--- src/hdl/pcc_pkg.sv ---
// Behaviour
// - Revision level register is 8 bits, read-only, fixed by a parameter.
// - Subsystem device ident is 16 bits, read-only, fixed by a parameter.
// - Subsystem maker ident is 16 bits, read-only, parameter-set, never all ones.
// - Common-clock option fixes the read-only slot clock bit in link status.
// - Advanced error capability exists only when its option is enabled.
// - CRC check option sets check-capable bit; needs advanced error reporting.
// - CRC generation option sets generation-capable bit; needs advanced error reporting.
// - Link capabilities port number is an 8-bit read-only build value.
// - Supported tag count is 4, 8, 16, 32, 64, 128 or 256.
// - Transaction layer tracks every outstanding completion up to the tag count.
// - Tag count above 32 sets the extended tag supported capability bit.
// - Tags above 31 need extended tag enable; bit exported as control bit 8.
// - Eight-lane variant supports at most 32 tags.
// - Requested interrupt message count sets the multiple message capable field.
// - Build option sets 64-bit address capability in message control.
package pcc_pkg;
   localparam logic [7:0] ADDR_IDENT    = 8'h00;
   localparam logic [7:0] ADDR_REVISION = 8'h04;
   localparam logic [7:0] ADDR_LINK     = 8'h08;
   localparam logic [7:0] ADDR_AER      = 8'h0c;
   localparam logic [7:0] ADDR_DEVCAP   = 8'h10;
   localparam logic [7:0] ADDR_DEVCTL   = 8'h14;
   localparam logic [7:0] ADDR_MSI      = 8'h18;
   localparam logic [7:0] ADDR_TAGCMD   = 8'h1c;
   localparam logic [7:0] ADDR_TAGSTAT  = 8'h20;
   localparam int LINK_SLOTCLK_BIT   = 12;
   localparam int AER_PRESENT_BIT    = 0;
   localparam int AER_CHK_BIT        = 7;
   localparam int AER_GEN_BIT        = 5;
   localparam int DEVCAP_EXTTAG_BIT  = 5;
   localparam int DEVCTL_EXTTAG_BIT  = 8;
   localparam int MSI_64_BIT         = 7;
   localparam int MSI_MMC_LSB        = 1;
   localparam int MAX_TAGS           = 256;
   localparam int NARROW_TAG_LIMIT   = 32;
   localparam int LINK_PORT_LSB      = 24;
   localparam int TAGCMD_ISSUE_BIT   = 8;
   localparam int TAGCMD_DONE_BIT    = 9;
   localparam int TAGCMD_CLEAR_BIT   = 31;
   localparam int TAGSTAT_ERR_BIT    = 9;
   localparam logic [2:0]  HSIZE_WORD = 3'h2;
   localparam logic [15:0] DEVCTL_RESET = 16'h0000;
   localparam logic [1:0]  HTRANS_NONSEQ = 2'h2;

   typedef struct packed {
      logic        pend;
      logic [7:0]  addr;
      logic        write;
      logic [15:0] devctl;
      logic [MAX_TAGS-1:0] busy;
      logic [8:0]  busy_cnt;
      logic        tag_err;
      logic [31:0] rdata;
      logic        ready;
      logic        resp;
   } pcc_state_t;
endpackage : pcc_pkg

--- src/hdl/pcc_config.sv ---
// The address map and register access over AHB-Lite were chosen for this implementation.
`timescale 1ns/1ps
`default_nettype none
module pcc_config #(
   parameter logic [7:0]  REVISION_LEVEL   = 8'h01,  // Arbitrary value
   parameter logic [15:0] SUBSYS_DEV_IDENT = 16'h0001,  // Arbitrary value
   parameter logic [15:0] SUBSYS_MAKER_IDENT = 16'h0001,  // Arbitrary value
   parameter bit          COMMON_CLOCK     = 1'b1,
   parameter bit          AER_ENABLE       = 1'b0,
   parameter bit          ECRC_CHECK       = 1'b0,
   parameter bit          ECRC_GEN         = 1'b0,
   parameter logic [7:0]  PORT_NUMBER      = 8'h00,
   parameter int          TAGS             = 16,
   parameter int          LANES            = 1,
   parameter int          MSI_REQUESTED    = 4,
   parameter bit          MSI_ADDR64       = 1'b1,
   parameter bit          NATIVE_ENDPOINT  = 1'b1
) (
   // Clock and reset
   input  wire logic        hclk,
   input  wire logic        hresetn,
   // AHB-Lite slave
   input  wire logic        hsel,
   input  wire logic [7:0]  haddr,
   input  wire logic [1:0]  htrans,
   input  wire logic        hwrite,
   input  wire logic [2:0]  hsize,
   input  wire logic        hready,
   input  wire logic [31:0] hwdata,
   output logic [31:0]      hrdata,
   output logic             hreadyout,
   output logic             hresp,
   // Application side
   output logic [15:0]      cfg_devcsr,
   output logic [8:0]       tags_outstanding,
   output logic             tag_error
);

   // Illegal builds are refused at elaboration
   if (SUBSYS_MAKER_IDENT == 16'hffff)
   begin : g_bad_maker
      $error("subsystem maker ident may not be all ones");
   end

   if (!(TAGS inside {4, 8, 16, 32, 64, 128, 256}))
   begin : g_bad_tags
      $error("unsupported tag count");
   end

   if (TAGS > pcc_pkg::MAX_TAGS)
   begin : g_big_tags
      $error("tag count beyond the tracking store");
   end

   if (LANES == 8 && TAGS > pcc_pkg::NARROW_TAG_LIMIT)
   begin : g_bad_x8
      $error("eight-lane build supports at most 32 tags");
   end

   if (ECRC_CHECK && !AER_ENABLE)
   begin : g_bad_check
      $error("end-to-end CRC check needs advanced error reporting");
   end

   if (ECRC_GEN && !AER_ENABLE)
   begin : g_bad_gen
      $error("end-to-end CRC generation needs advanced error reporting");
   end

   if (!(MSI_REQUESTED inside {1, 2, 4, 8, 16, 32}))
   begin : g_bad_msi
      $error("unsupported message count");
   end

   // Capable field holds log2 of the message count
   function automatic logic [2:0] msi_field(input int count);
      logic [2:0] code;
      code = 3'h0;
      for (int i = 0; i < 6; i++)
      begin
         if (count == (1 << i))
            code = 3'(i);
      end
      return code;
   endfunction : msi_field

   localparam logic [2:0] MMC          = msi_field(MSI_REQUESTED);
   localparam bit         EXT_TAG_CAP  = (TAGS > pcc_pkg::NARROW_TAG_LIMIT);
   localparam bit         MSI_WIDE     = MSI_ADDR64 || NATIVE_ENDPOINT;
   localparam bit         CHECK_CAP    = AER_ENABLE && ECRC_CHECK;
   localparam bit         GEN_CAP      = AER_ENABLE && ECRC_GEN;
   localparam logic [8:0] TAG_COUNT    = 9'(TAGS);
   localparam logic [8:0] NARROW_COUNT = 9'(pcc_pkg::NARROW_TAG_LIMIT);

   // Every field after reset; the slave is ready even while held in reset
   function automatic pcc_pkg::pcc_state_t reset_state();
      pcc_pkg::pcc_state_t s;
      s.pend     = 1'b0;
      s.addr     = 8'h00;
      s.write    = 1'b0;
      s.devctl   = pcc_pkg::DEVCTL_RESET;
      s.busy     = '0;
      s.busy_cnt = 9'h000;
      s.tag_err  = 1'b0;
      s.rdata    = 32'h0;
      s.ready    = 1'b1;
      s.resp     = 1'b0;
      return s;
   endfunction : reset_state

   localparam pcc_pkg::pcc_state_t ST_RESET = reset_state();

   // Read view of every register; unmapped offsets and the command port read zero
   function automatic logic [31:0] rd_value(
      input logic [7:0]  addr,
      input logic [15:0] devctl,
      input logic [8:0]  busy_cnt,
      input logic        tag_err
   );
      logic [31:0] v;
      v = 32'h0;
      unique case (addr)
         pcc_pkg::ADDR_IDENT:
         begin
            v[31:16] = SUBSYS_DEV_IDENT;
            v[15:0]  = SUBSYS_MAKER_IDENT;
         end
         pcc_pkg::ADDR_REVISION:
         begin
            v[7:0] = REVISION_LEVEL;
         end
         pcc_pkg::ADDR_LINK:
         begin
            v[pcc_pkg::LINK_PORT_LSB +: 8] = PORT_NUMBER;
            v[pcc_pkg::LINK_SLOTCLK_BIT]   = COMMON_CLOCK;
         end
         pcc_pkg::ADDR_AER:
         begin
            // Whole structure reads zero when absent
            v[pcc_pkg::AER_PRESENT_BIT] = AER_ENABLE;
            v[pcc_pkg::AER_CHK_BIT]     = CHECK_CAP;
            v[pcc_pkg::AER_GEN_BIT]     = GEN_CAP;
         end
         pcc_pkg::ADDR_DEVCAP:
         begin
            v[pcc_pkg::DEVCAP_EXTTAG_BIT] = EXT_TAG_CAP;
         end
         pcc_pkg::ADDR_DEVCTL:
         begin
            v[15:0] = devctl;
         end
         pcc_pkg::ADDR_MSI:
         begin
            v[pcc_pkg::MSI_MMC_LSB +: 3] = MMC;
            v[pcc_pkg::MSI_64_BIT]       = MSI_WIDE;
         end
         pcc_pkg::ADDR_TAGSTAT:
         begin
            v[8:0]                      = busy_cnt;
            v[pcc_pkg::TAGSTAT_ERR_BIT] = tag_err;
         end
         default:
         begin
            v = 32'h0;
         end
      endcase
      return v;
   endfunction : rd_value

   // Slots beyond the configured count are never tracked
   logic [pcc_pkg::MAX_TAGS-1:0] slot_live;
   for (genvar g = 0; g < pcc_pkg::MAX_TAGS; g++)
   begin : g_slot
      assign slot_live[g] = (g < TAGS);
   end

   // Bus decode
   logic        addr_phase;
   logic        wr_active;
   logic        wr_devctl;
   logic        wr_tagcmd;

   // Tag command decode
   logic [7:0]  cmd_tag;
   logic        cmd_issue;
   logic        cmd_done;
   logic        cmd_clear;
   logic        tag_busy;
   logic        tag_beyond;
   logic        tag_wide_off;
   logic        done_ok;
   logic        issue_ok;
   logic        issue_bad;

   // State
   pcc_pkg::pcc_state_t st_reg;
   pcc_pkg::pcc_state_t st_next;

   // Only whole-word transfers are taken; others complete with no effect
   always_comb
   begin
      addr_phase = hsel && hready && htrans == pcc_pkg::HTRANS_NONSEQ && hsize == pcc_pkg::HSIZE_WORD;
      wr_active  = st_reg.pend && st_reg.write;
      wr_devctl  = wr_active && st_reg.addr == pcc_pkg::ADDR_DEVCTL;
      wr_tagcmd  = wr_active && st_reg.addr == pcc_pkg::ADDR_TAGCMD;
   end

   always_comb
   begin
      cmd_tag      = hwdata[7:0];
      cmd_issue    = hwdata[pcc_pkg::TAGCMD_ISSUE_BIT];
      cmd_done     = hwdata[pcc_pkg::TAGCMD_DONE_BIT];
      cmd_clear    = hwdata[pcc_pkg::TAGCMD_CLEAR_BIT];
      tag_busy     = st_reg.busy[cmd_tag];
      tag_beyond   = {1'b0, cmd_tag} >= TAG_COUNT;
      // Wide tags only once software has opened them up
      tag_wide_off = {1'b0, cmd_tag} >= NARROW_COUNT && !st_reg.devctl[pcc_pkg::DEVCTL_EXTTAG_BIT];
   end

   always_comb
   begin
      // Completion wins when both bits are set and the tag is in flight
      done_ok   = wr_tagcmd && cmd_done && tag_busy;
      issue_ok  = wr_tagcmd && cmd_issue && !done_ok && !tag_beyond && !tag_busy && !tag_wide_off;
      issue_bad = wr_tagcmd && cmd_issue && !done_ok && (tag_beyond || tag_busy || tag_wide_off);
   end

   always_comb
   begin
      st_next       = st_reg;
      st_next.pend  = 1'b0;
      st_next.ready = 1'b1;
      st_next.resp  = 1'b0;

      // Read-only offsets have no write path, so writes there are dropped with OKAY
      if (wr_devctl)
      begin
         st_next.devctl = hwdata[15:0];
      end

      if (done_ok)
      begin
         st_next.busy[cmd_tag] = 1'b0;
      end
      if (issue_ok)
      begin
         st_next.busy[cmd_tag] = 1'b1;
      end
      st_next.busy = st_next.busy & slot_live;
      unique case ({issue_ok, done_ok})
         2'b10:
         begin
            st_next.busy_cnt = st_reg.busy_cnt + 9'h1;
         end
         2'b01:
         begin
            st_next.busy_cnt = st_reg.busy_cnt - 9'h1;
         end
         default:
         begin
            st_next.busy_cnt = st_reg.busy_cnt;
         end
      endcase

      // Clear before set, so an error raised by the same write is kept
      if (wr_tagcmd && cmd_clear)
      begin
         st_next.tag_err = 1'b0;
      end
      if (issue_bad)
      begin
         st_next.tag_err = 1'b1;
      end

      if (addr_phase)
      begin
         st_next.pend  = 1'b1;
         st_next.addr  = haddr;
         st_next.write = hwrite;
      end
      // Built from the updated state, so a write just before is already seen
      if (addr_phase && !hwrite)
      begin
         st_next.rdata = rd_value(haddr, st_next.devctl, st_next.busy_cnt, st_next.tag_err);
      end
   end

   always_ff @(posedge hclk or negedge hresetn)
   begin
      if (!hresetn)
      begin
         st_reg <= ST_RESET;
      end
      else
      begin
         st_reg <= st_next;
      end
   end

   assign hrdata           = st_reg.rdata;
   assign hreadyout        = st_reg.ready;
   assign hresp            = st_reg.resp;
   assign cfg_devcsr       = st_reg.devctl;
   assign tags_outstanding = st_reg.busy_cnt;
   assign tag_error        = st_reg.tag_err;
endmodule : pcc_config
`default_nettype wire

--- config.mk ---
export PLATFORM = sky130hd
export DESIGN_NAME = pcc_config
export DESIGN_NICKNAME = d
export VERILOG_FILES = /design/src/hdl/pcc_pkg.sv /design/src/hdl/pcc_config.sv
export SDC_FILE = /design/constraint.sdc
export NUM_CORES = 1
export LEC_CHECK = 0
export ABC_AREA = 1
export BUFFER_PORTS_ARGS = -buffer_cell sky130_fd_sc_hd__buf_2
export CORE_MARGIN = 5
export CORE_UTILIZATION = 45
export DETAILED_ROUTE_END_ITERATION = 10
export PLACE_DENSITY = 0.7
export SLEW_MARGIN = 40
export SYNTH_ARGS = -nofsm -noshare
export SYNTH_HDL_FRONTEND = slang
export SYNTH_SLANG_ARGS = --single-unit
--- constraint.sdc ---
create_clock -name hclk -period 7.13 [get_ports hclk]
set_clock_uncertainty 0.15 [all_clocks]
set_input_delay 0.3565 -clock hclk [delete_from_list [all_inputs] [get_ports hclk]]
set_output_delay 0.3565 -clock hclk [all_outputs]
set_load 0.05 [all_outputs]
==> results of run 1 <==
final cells by class:
type	count	area, um2	share of cell area, %
repair buffers	79	407	9.06
clock inverters	4	70.1	1.56
multi-input cells	346	1720	38.4
clock buffers	12	155	3.46
flip-flops and latches	69	1730	38.5
inverters	71	267	5.94
well taps	111	139	3.09
report_power, final:
part	switching (mW)	total (mW)	internal, mW
registers	0.00675	0.408	0.401
logic	0.0638	0.0836	0.0198
clock network	0.144	0.359	0.215
how the worst min path moves through the flow:
| stage | from | end | slack, ns |
|---|---|---|---|
| after floorplan | hresetn | cfg_devcsr[0] | -0.09 |
| after global placement | st_reg[323] | st_reg[323] | 0.31 |
| after detailed placement | hrdata[2] | hrdata[2] | 0.31 |
| after CTS | haddr[7] | st_reg[324] | 0.06 |
| after global routing | haddr[7] | st_reg[324] | 0.08 |
| final | haddr[7] | st_reg[324] | 0.08 |
metrics by stage:
stage	total power [mW]	area [um2]	cells	hold slack, ns
2_1_floorplan	0.479	4210	555	-0.0891
3_3_place_gp	0.497	4250	675	0.314
3_5_place_dp	0.499	4250	675	0.315
4_1_cts	0.861	4490	692	0.0602
5_1_grt	0.888	4490	692	0.0796
6_report	0.850	4490	692	0.0807
critical path, delay by kind of cell:
kind,cells,cell delay (ns)
XOR/XNOR,1,0.20
buffers and inverters,3,0.67
AND/OR/NAND/NOR,13,1.35
AO/OA/AOI/OAI,2,0.25
adder cells (fa/ha/maj),1,0.46
cells in the mapped netlist, types with 2 or more instances:
library cell	number	area share, %
dfrtp_1	69	42
nand3b_1	5	0.90
and2_1	5	0.75
nand2_2	3	0.45
clkbuf_1	5	0.45
a21oi_2	3	0.63
nand3_4	2	0.84
clkinv_1	2	0.18
nand2_1	147	13
nand3_1	19	2.3
nor3_1	5	0.60
nor4_1	2	0.30
o21ai_0	46	5.5
nor2_2	3	0.45
ha_1	7	2.1
or2_2	2	0.30
inv_1	67	6.1
conb_1	2	0.18
o21ai_1	20	2.4
inv_2	2	0.18
a21oi_1	8	0.96
nor2_1	28	2.5
a22oi_1	4	0.72
nand4_1	3	0.45
xor2_1	4	0.84
xnor2_1	2	0.42
buf_4	61	11
metal layers:
layer	vias to the layer above	global-route usage (%)	routed length [um]
met1	1552	21.3	4020
met4	0	6.57	127
met3	10	3.70	559
li1	1707	-	-
met5	-	0	0
met2	106	28.0	4450
cells in the final DEF, fill, tap and decap left out, types with 11 or more instances in the layout:
cell and n:
o21ai_1 20, o21ai_0 46, clkbuf_8 11, nor2_1 28, nand2_1 146, dfrtp_1 69
nand3_1 19, buf_2 77, conb_1 17, inv_1 67
repair_timing:
| action | 4_1_cts | 5_1_grt |
|---|---|---|
| setup endpoints to repair | 0 | 0 |
| endpoints found under the hold margin | 66 | 0 |
| setup buffers | 0 | 0 |
| hold buffers | 1 | 0 |
kinds of logic after synthesis:
kind of cell / after synthesis
and+or+nand+nor: 230
xor gates and xnor gates: 6
other: 2
buffers and inverters: 140
adders and majority gates: 8
AOI/OAI and AO/OA: 85
DFF: 69
==> summary.txt, run 1 <==
Status
  – Status: completed

Die
  – Ports: 110
  – Initial Util: 45.6%
  – Rows: 35
  – Die Area: between 10000 and 15000 um2
  – Die X: 106 um
  – Die height: 106 um
  – Core ar.: 9110 um2

STA
  – Worst Slack Setup Final: about 4 ns
  – Slew Viols, Final: 0
  – Maximum clock frequency: 312 MHz
  – Slew margin rel.: 57.7%
  – Period Utilization, post-route: 45.0%
  – Min Tclk post-route: 3.21 ns
  – Worst-Margin Slew: 0.635 ns
  – RSZ-0062 raised after global routing: no
  – Final hold viol count: 0
  – Final-report setup violation count: 0
  – Post-Route Setup TNS: 0 ns

Power and ir drop
  – Leak pwr: 2.55 nW
  – PD cells: 189 nW/um2
  – VDD IR max: 0.0000962 V

Clock network
  – Inserted Clock Buffers: 9
  – H-tree Lvls: 3
  – CTS root buf: clkbuf_8
  – Clk slew on worst S/H paths: 0.07 ns
  – Clock Path Buffers: 2
  – Worst skew pair latency: 0.34 ns
  – CTS tree: built
  – CTS resizes: 0
  – Sink Count: 69

Yosys
  – Cell area after synthesis: 4160 um2
  – Syn_area_per_cell: approximately 7.7 um2
  – Compound-Gate Fraction of Synth Area: 11.0%
  – Synth cell types: 41
  – Seq/Total Area, Yosys: between 40% and 50%
  – Yosys warns: 0
  – Most common flop cell mapped by yosys: dfrtp_1
  – Post-Synth Simple-Gate Area: 25.0%
  – Post-synthesis mux area share: 0%
  – Asr flop ratio synth: 100%
  – Post-synth EDFFs: 0
  – Post-synthesis xor/xnor area fraction: 1.26%
  – Largest family of logic cells by synthesized area: simple AND/OR/NAND/NOR gates
  – Post-synthesis adder-cell area fraction: 2.59%
  – Seq cells post-synth: 69
  – Cell count after synthesis: 540

Job
  – Max-Cap Viols: 0

Setup path
  – FF-to-FF path depth: 15
  – R2R Path Start: st_reg[318]
  – Cells along the critical path: buf_2 -> inv_2 -> nand2_1 -> nand2_1 -> nand2_1 -> nand2_1 -> nand2_1 -> nand4_2 -> nand2_2 -> inv_1 -> fa_1 -> nand3_1 -> nand3_1 -> a21oi_1 -> nor2_1 -> nor2_1 -> xor2_1 -> a21oi_2 -> nand2_1 -> nand2_1
  – CP max-delay cell: fa_1
  – CP Capture Point: hrdata[6]
  – Register-to-register setup slack: 3.94 ns
  – Startpoint type of the worst setup path: primary input
  – Critical Path AT: 3.28 ns
  – Worst setup EP type: flop
  – FF-to-FF End: hrdata[6]
  – Critical path fanouts, max: 18
  – Crit. Startpoint: hwdata[0]
  – Crit Path Category: in -> reg
  – CP max stage delay: 0.46 ns
  – Worst path most repeated cell: nand2_1
  – Crit path required time: 7.21 ns

Layout
  – Max reg flops: 26
  – Share of cells above drive strength 1: 19.8%
  – Layout area overhead: 7.98%
  – Final Util: between 40% and 50%
  – Nets: between 600 and 700
  – Ant. Diodes: 0
  – Fill count: 923

Placed design
  – Place WS: 3.59 ns
  – Post-DP HPWL: 6890 um
  – GP Congestion: 0.874
  – I/O Buffers: 77

Routing
  – WL/cell: 13.2 um
  – Final wirelength: 9150 um
  – ANT nets after route: 0
  – DR pass1 iterations: 4
  – Drc violations: 0
  – Vias after detailed routing: about 3400
  – Iter 0 DRT Violations: 165
  – Vias per Instance: a little under 5

Global route
  – Congestion Overflow GR: 0
  – Vias in the first global route: 3249
  – All-Layer GR Usage: 16.8%
  – Initial antenna violation count: 0
  – First-pass GRT wire length: 15300 um
  – Pin count of the biggest net entering global routing: 70

Min path
  – HP Class: in -> reg
  – Hold Path Cell Cnt: 3
No activity file was read; power rests on OpenSTA's default activity.
==> run 2: changes to the inputs <==
- ABC_AREA: 1 -> 0
- PLACE_DENSITY: 0.7 -> 0.73
- clock period: 7.13 -> 2.8 ns (I/O delays scaled with it)
==> run 2 against run 1 <==
  * The run now ends with negative setup slack left
  * Wire length is 8.7% higher
  * Die area fell by 4.3%
  * Sequential share of layout area fell by 3.6 points
  * Sequential cell count unchanged
  * Setup slack worse by 4.5 ns
  * Critical path type is now reg -> reg
  * Largest cell class is now multi-input gates
  * Highest routed layer unchanged
==> summary.txt, run 2 <==
Yosys
  – Yosys top cell area share: 43.6% (+2.1 points)
  – Largest family of logic cells by synthesized area: multiplexers
  – Post-synthesis mux area share: 14.2% (+14 points)
  – Cell count after synthesis: 350 (-35%)
  – Most common flop cell mapped by yosys: dfrtp_1
  – Post-synthesis xor/xnor area fraction: 2.18% (+0.92 points)
  – Asr flop ratio synth: 100% (unchanged)
  – Compound-Gate Fraction of Synth Area: 13.2% (+2.2 points)
  – Cell area after synthesis: 3960 um2 (-4.8%)
  – Post-synthesis adder-cell area fraction: 2.72% (+0.13 points)
  – Synth cell types: 60 (+46%)
  – Yosys warns: 0 (unchanged)
  – Syn_area_per_cell: 11.3 um2 (+47%)
  – Commonest cells in the synthesized netlist: 69 x dfrtp_1, 60 x buf_4, 39 x o21ai_0
  – Most area-consuming cells after synthesis: dfrtp_1 44%, buf_4 11%, mux2_2 6.8%
  – Post-synth EDFFs: 0 (unchanged)
  – Seq/Total Area, Yosys: 43.6% (+2.1 points)
  – Count leader, synth: dfrtp_1
  – Post-Synth Simple-Gate Area: 9.89% (-15 points)
  – Cell taking the most area after synthesis: dfrtp_1
  – Seq cells post-synth: 69 (unchanged)

Clock network
  – Worst skew pair latency: 0.35 ns (about the same)
  – Sink Count: 69 (unchanged)
  – H-tree Lvls: 3 (unchanged)
  – Clock Path Buffers: 2 (unchanged)
  – CTS tree: built
  – CTS root buf: clkbuf_8
  – Inserted Clock Buffers: 9 (unchanged)
  – Clk slew on worst S/H paths: 0.08 ns (about the same)

Setup path
  – FF-to-FF End: hrdata[6]
  – Crit Path Category: reg -> reg
  – CP max stage delay: 0.49 ns (+0.03 ns)
  – Top cell family by delay on the critical path: multiplexers
  – Critical Path AT: 3.50 ns (+0.22 ns)
  – CP max-delay cell: mux4_2
  – Worst path most repeated cell: mux4_2
  – Crit. path cell count: 11 (-45%)
  – Cells along the critical path: mux4_2 -> mux4_2 -> nand4_1 -> inv_4 -> fa_2 -> a211oi_2 -> o21bai_1 -> a21oi_2 -> xnor2_1 -> mux2_4 -> a31o_1
  – Critical path fanouts, max: 8 (-10)
  – Worst setup EP type: flop
  – FF-to-FF path depth: 11 (-4)
  – Startpoint type of the worst setup path: flop
  – Register-to-register setup slack: -0.61 ns (-4.55 ns)
  – Crit path required time: 2.89 ns (-4.32 ns)
  – R2R Path Start: st_reg[58]
  – Buf+Inv Stages, Crit Path: 1 (-2)

Placed design
  – GP Congestion: 0.845 (-3.3%)
  – Post-DP HPWL: 7210 um (+4.7%)
  – I/O Buffers: 77 (unchanged)
  – DP Cell Count: 517 (-23%)
  – DP Area: 4350 um2 (+2.3%)

Layout
  – Fill count: 723 (-22%)
  – Layout area overhead: 24.9%
  – Final instance area: 4950 um2 (+10%)
  – Ant. Diodes: 0 (unchanged)
  – Nets: 511 (-19%)
  – Share of cells above drive strength 1: 45.9% (+26 points)
  – Multi-input logic area: 1880 um2 (+8.8%)
  – Max reg flops: 26 (unchanged)
  – Commonest non-fill, non-tap cell in the layout: buf_2
  – Final Util: 57.3% (+8.0 points)
  – Commonest cells after routing, fill and taps aside: 77 x buf_2, 69 x dfrtp_1, 44 x buf_4, 36 x o21ai_0, 25 x dlygate4sd3_1
  – Non-Filler Instances: 566 (-18%)
  – FF+latch area: 1730 um2 (unchanged)

Power and ir drop
  – Leak pwr: 2.44 nW (-4.5%)
  – VDD IR max: 0.000218 V (+130%)
  – PD cells: 434 nW/um2 (+130%)

Routing
  – WL/cell: 17.6 um (+33%)
  – Vias after detailed routing: 3035 (-10%)
  – ANT nets after route: 0 (unchanged)
  – Final wirelength: 9950 um (+8.7%)
  – Drc violations: 0 (unchanged)
  – Iter 0 DRT Violations: 156 (-5.5%)
  – Vias per Instance: 5.36 (+9.9%)
  – DR pass1 iterations: 4 (unchanged)

Die
  – Rows: 34 (-2.9%)
  – Ports: 110 (unchanged)
  – Initial Util: 45.8% (+0.21 points)
  – Core ar.: 8640 um2 (-5.2%)
  – Die height: 104 um (-2.2%)
  – Die Area: 10800 um2 (-4.3%)
  – Die X: 104 um (-2.2%)

STA
  – Worst Slack Setup Final: -0.607 ns (-4.53 ns)
  – Slew Viols, Final: 0 (unchanged)
  – Worst-Margin Slew: 0.705 ns (+0.0699 ns)
  – Final hold viol count: 0 (unchanged)
  – Maximum clock frequency: 293 MHz
  – Post-Route Setup TNS: -5.25 ns (-5.25 ns)
  – Period Utilization, post-route: 122%
  – Final-report setup violation count: 15 (+15)
  – Slew margin rel.: 53.0% (-4.7 points)
  – Min Tclk post-route: 3.41 ns
  – RSZ-0062 raised after global routing: yes

Min path
  – Min-Delay Endpoint: st_reg[325]
  – HP Class: in -> reg
  – Hold Path Cell Cnt: 3 (unchanged)
  – Critical hold path startpoint: htrans[0]

Global route
  – First-pass GRT wire length: 16200 um (+6.2%)
  – Pin count of the biggest net entering global routing: 32 (-54%)
  – All-Layer GR Usage: 18.4% (+1.6 points)
  – Vias in the first global route: 3220 (-0.89%)
  – Congestion Overflow GR: 0 (unchanged)
  – Initial antenna violation count: 0 (unchanged)

Job
  – Max-Cap Viols: 0 (unchanged)

Status
  – Violated checks: negative setup slack
  – Status: finished with violations
==> run 2: where the power goes <==
group          leakage, nW  internal [mW]  switching [mW]
registers            0.953           1.02          0.0131
clock network        0.103          0.465           0.393
logic                 1.38         0.0931           0.163
total                 2.44           1.58           0.569
==> run 2: through the flow <==
stage,power (mW),setup slack [ns],hold WS (ns)
after floorplan,1.22,-0.473,-0.306
after global placement,1.28,-0.436,-0.0535
after detailed placement,1.29,-0.528,-0.0427
after CTS,2.16,-0.521,0.00417
after global routing,2.23,-0.702,0.00767
final,2.15,-0.607,0.0136
==> run 2: cell families (layout without fill, tap and decap cells) <==
family | after synthesis | count (layout)
mux | 39 | 39
compound gates | 81 | 81
other cells | 2 | 17
flops | 69 | 69
buf+inv | 75 | 168
xor+xnor | 9 | 9
simple gates | 67 | 67
fa+ha+maj | 8 | 8
==> run 2: cell type report <==
class                      instances  area share (%)
tap                              108            2.73
inverter                           5           0.430
timing repair buffer             147            19.8
clock buffer                      12            3.14
multi-input combinational        221            37.9
clock inverter                     4            1.11
sequential                        69            34.9
==> run 2: routing by layer <==
layer,vias up,track usage [%],share of wire (%)
met5,-,0,0
met4,0,8.79,3.4
met3,29,4.35,6.0
met2,101,29.6,49
met1,1500,23.3,41
li1,1405,-,-
==> run 2: worst max-delay path by stage <==
stage               start   endpoint  slack [ns]
2_1_floorplan  st_reg[59]  hrdata[6]       -0.47
6_report       st_reg[58]  hrdata[6]       -0.61
3_5_place_dp   st_reg[58]  hrdata[7]       -0.53
5_1_grt        st_reg[58]  hrdata[6]       -0.70
3_3_place_gp    hwdata[2]  hrdata[7]       -0.44
4_1_cts        st_reg[58]  hrdata[6]       -0.52
==> run 2: what timing repair did <==
item                                    4_1_cts  5_1_grt
pin swaps                                     5        5
hold buffers                                 25        0
endpoints found under the setup margin       14       18
cloned                                        0        0
buffers inserted                              4        4
gates resized for setup                       3       12
endpoints found under the hold margin        43        0
==> run 2: tightest hold or removal path: stages <==
cell and delay (ns):
buf_2 0.10, nor3_1 0.05, buf_4 0.17
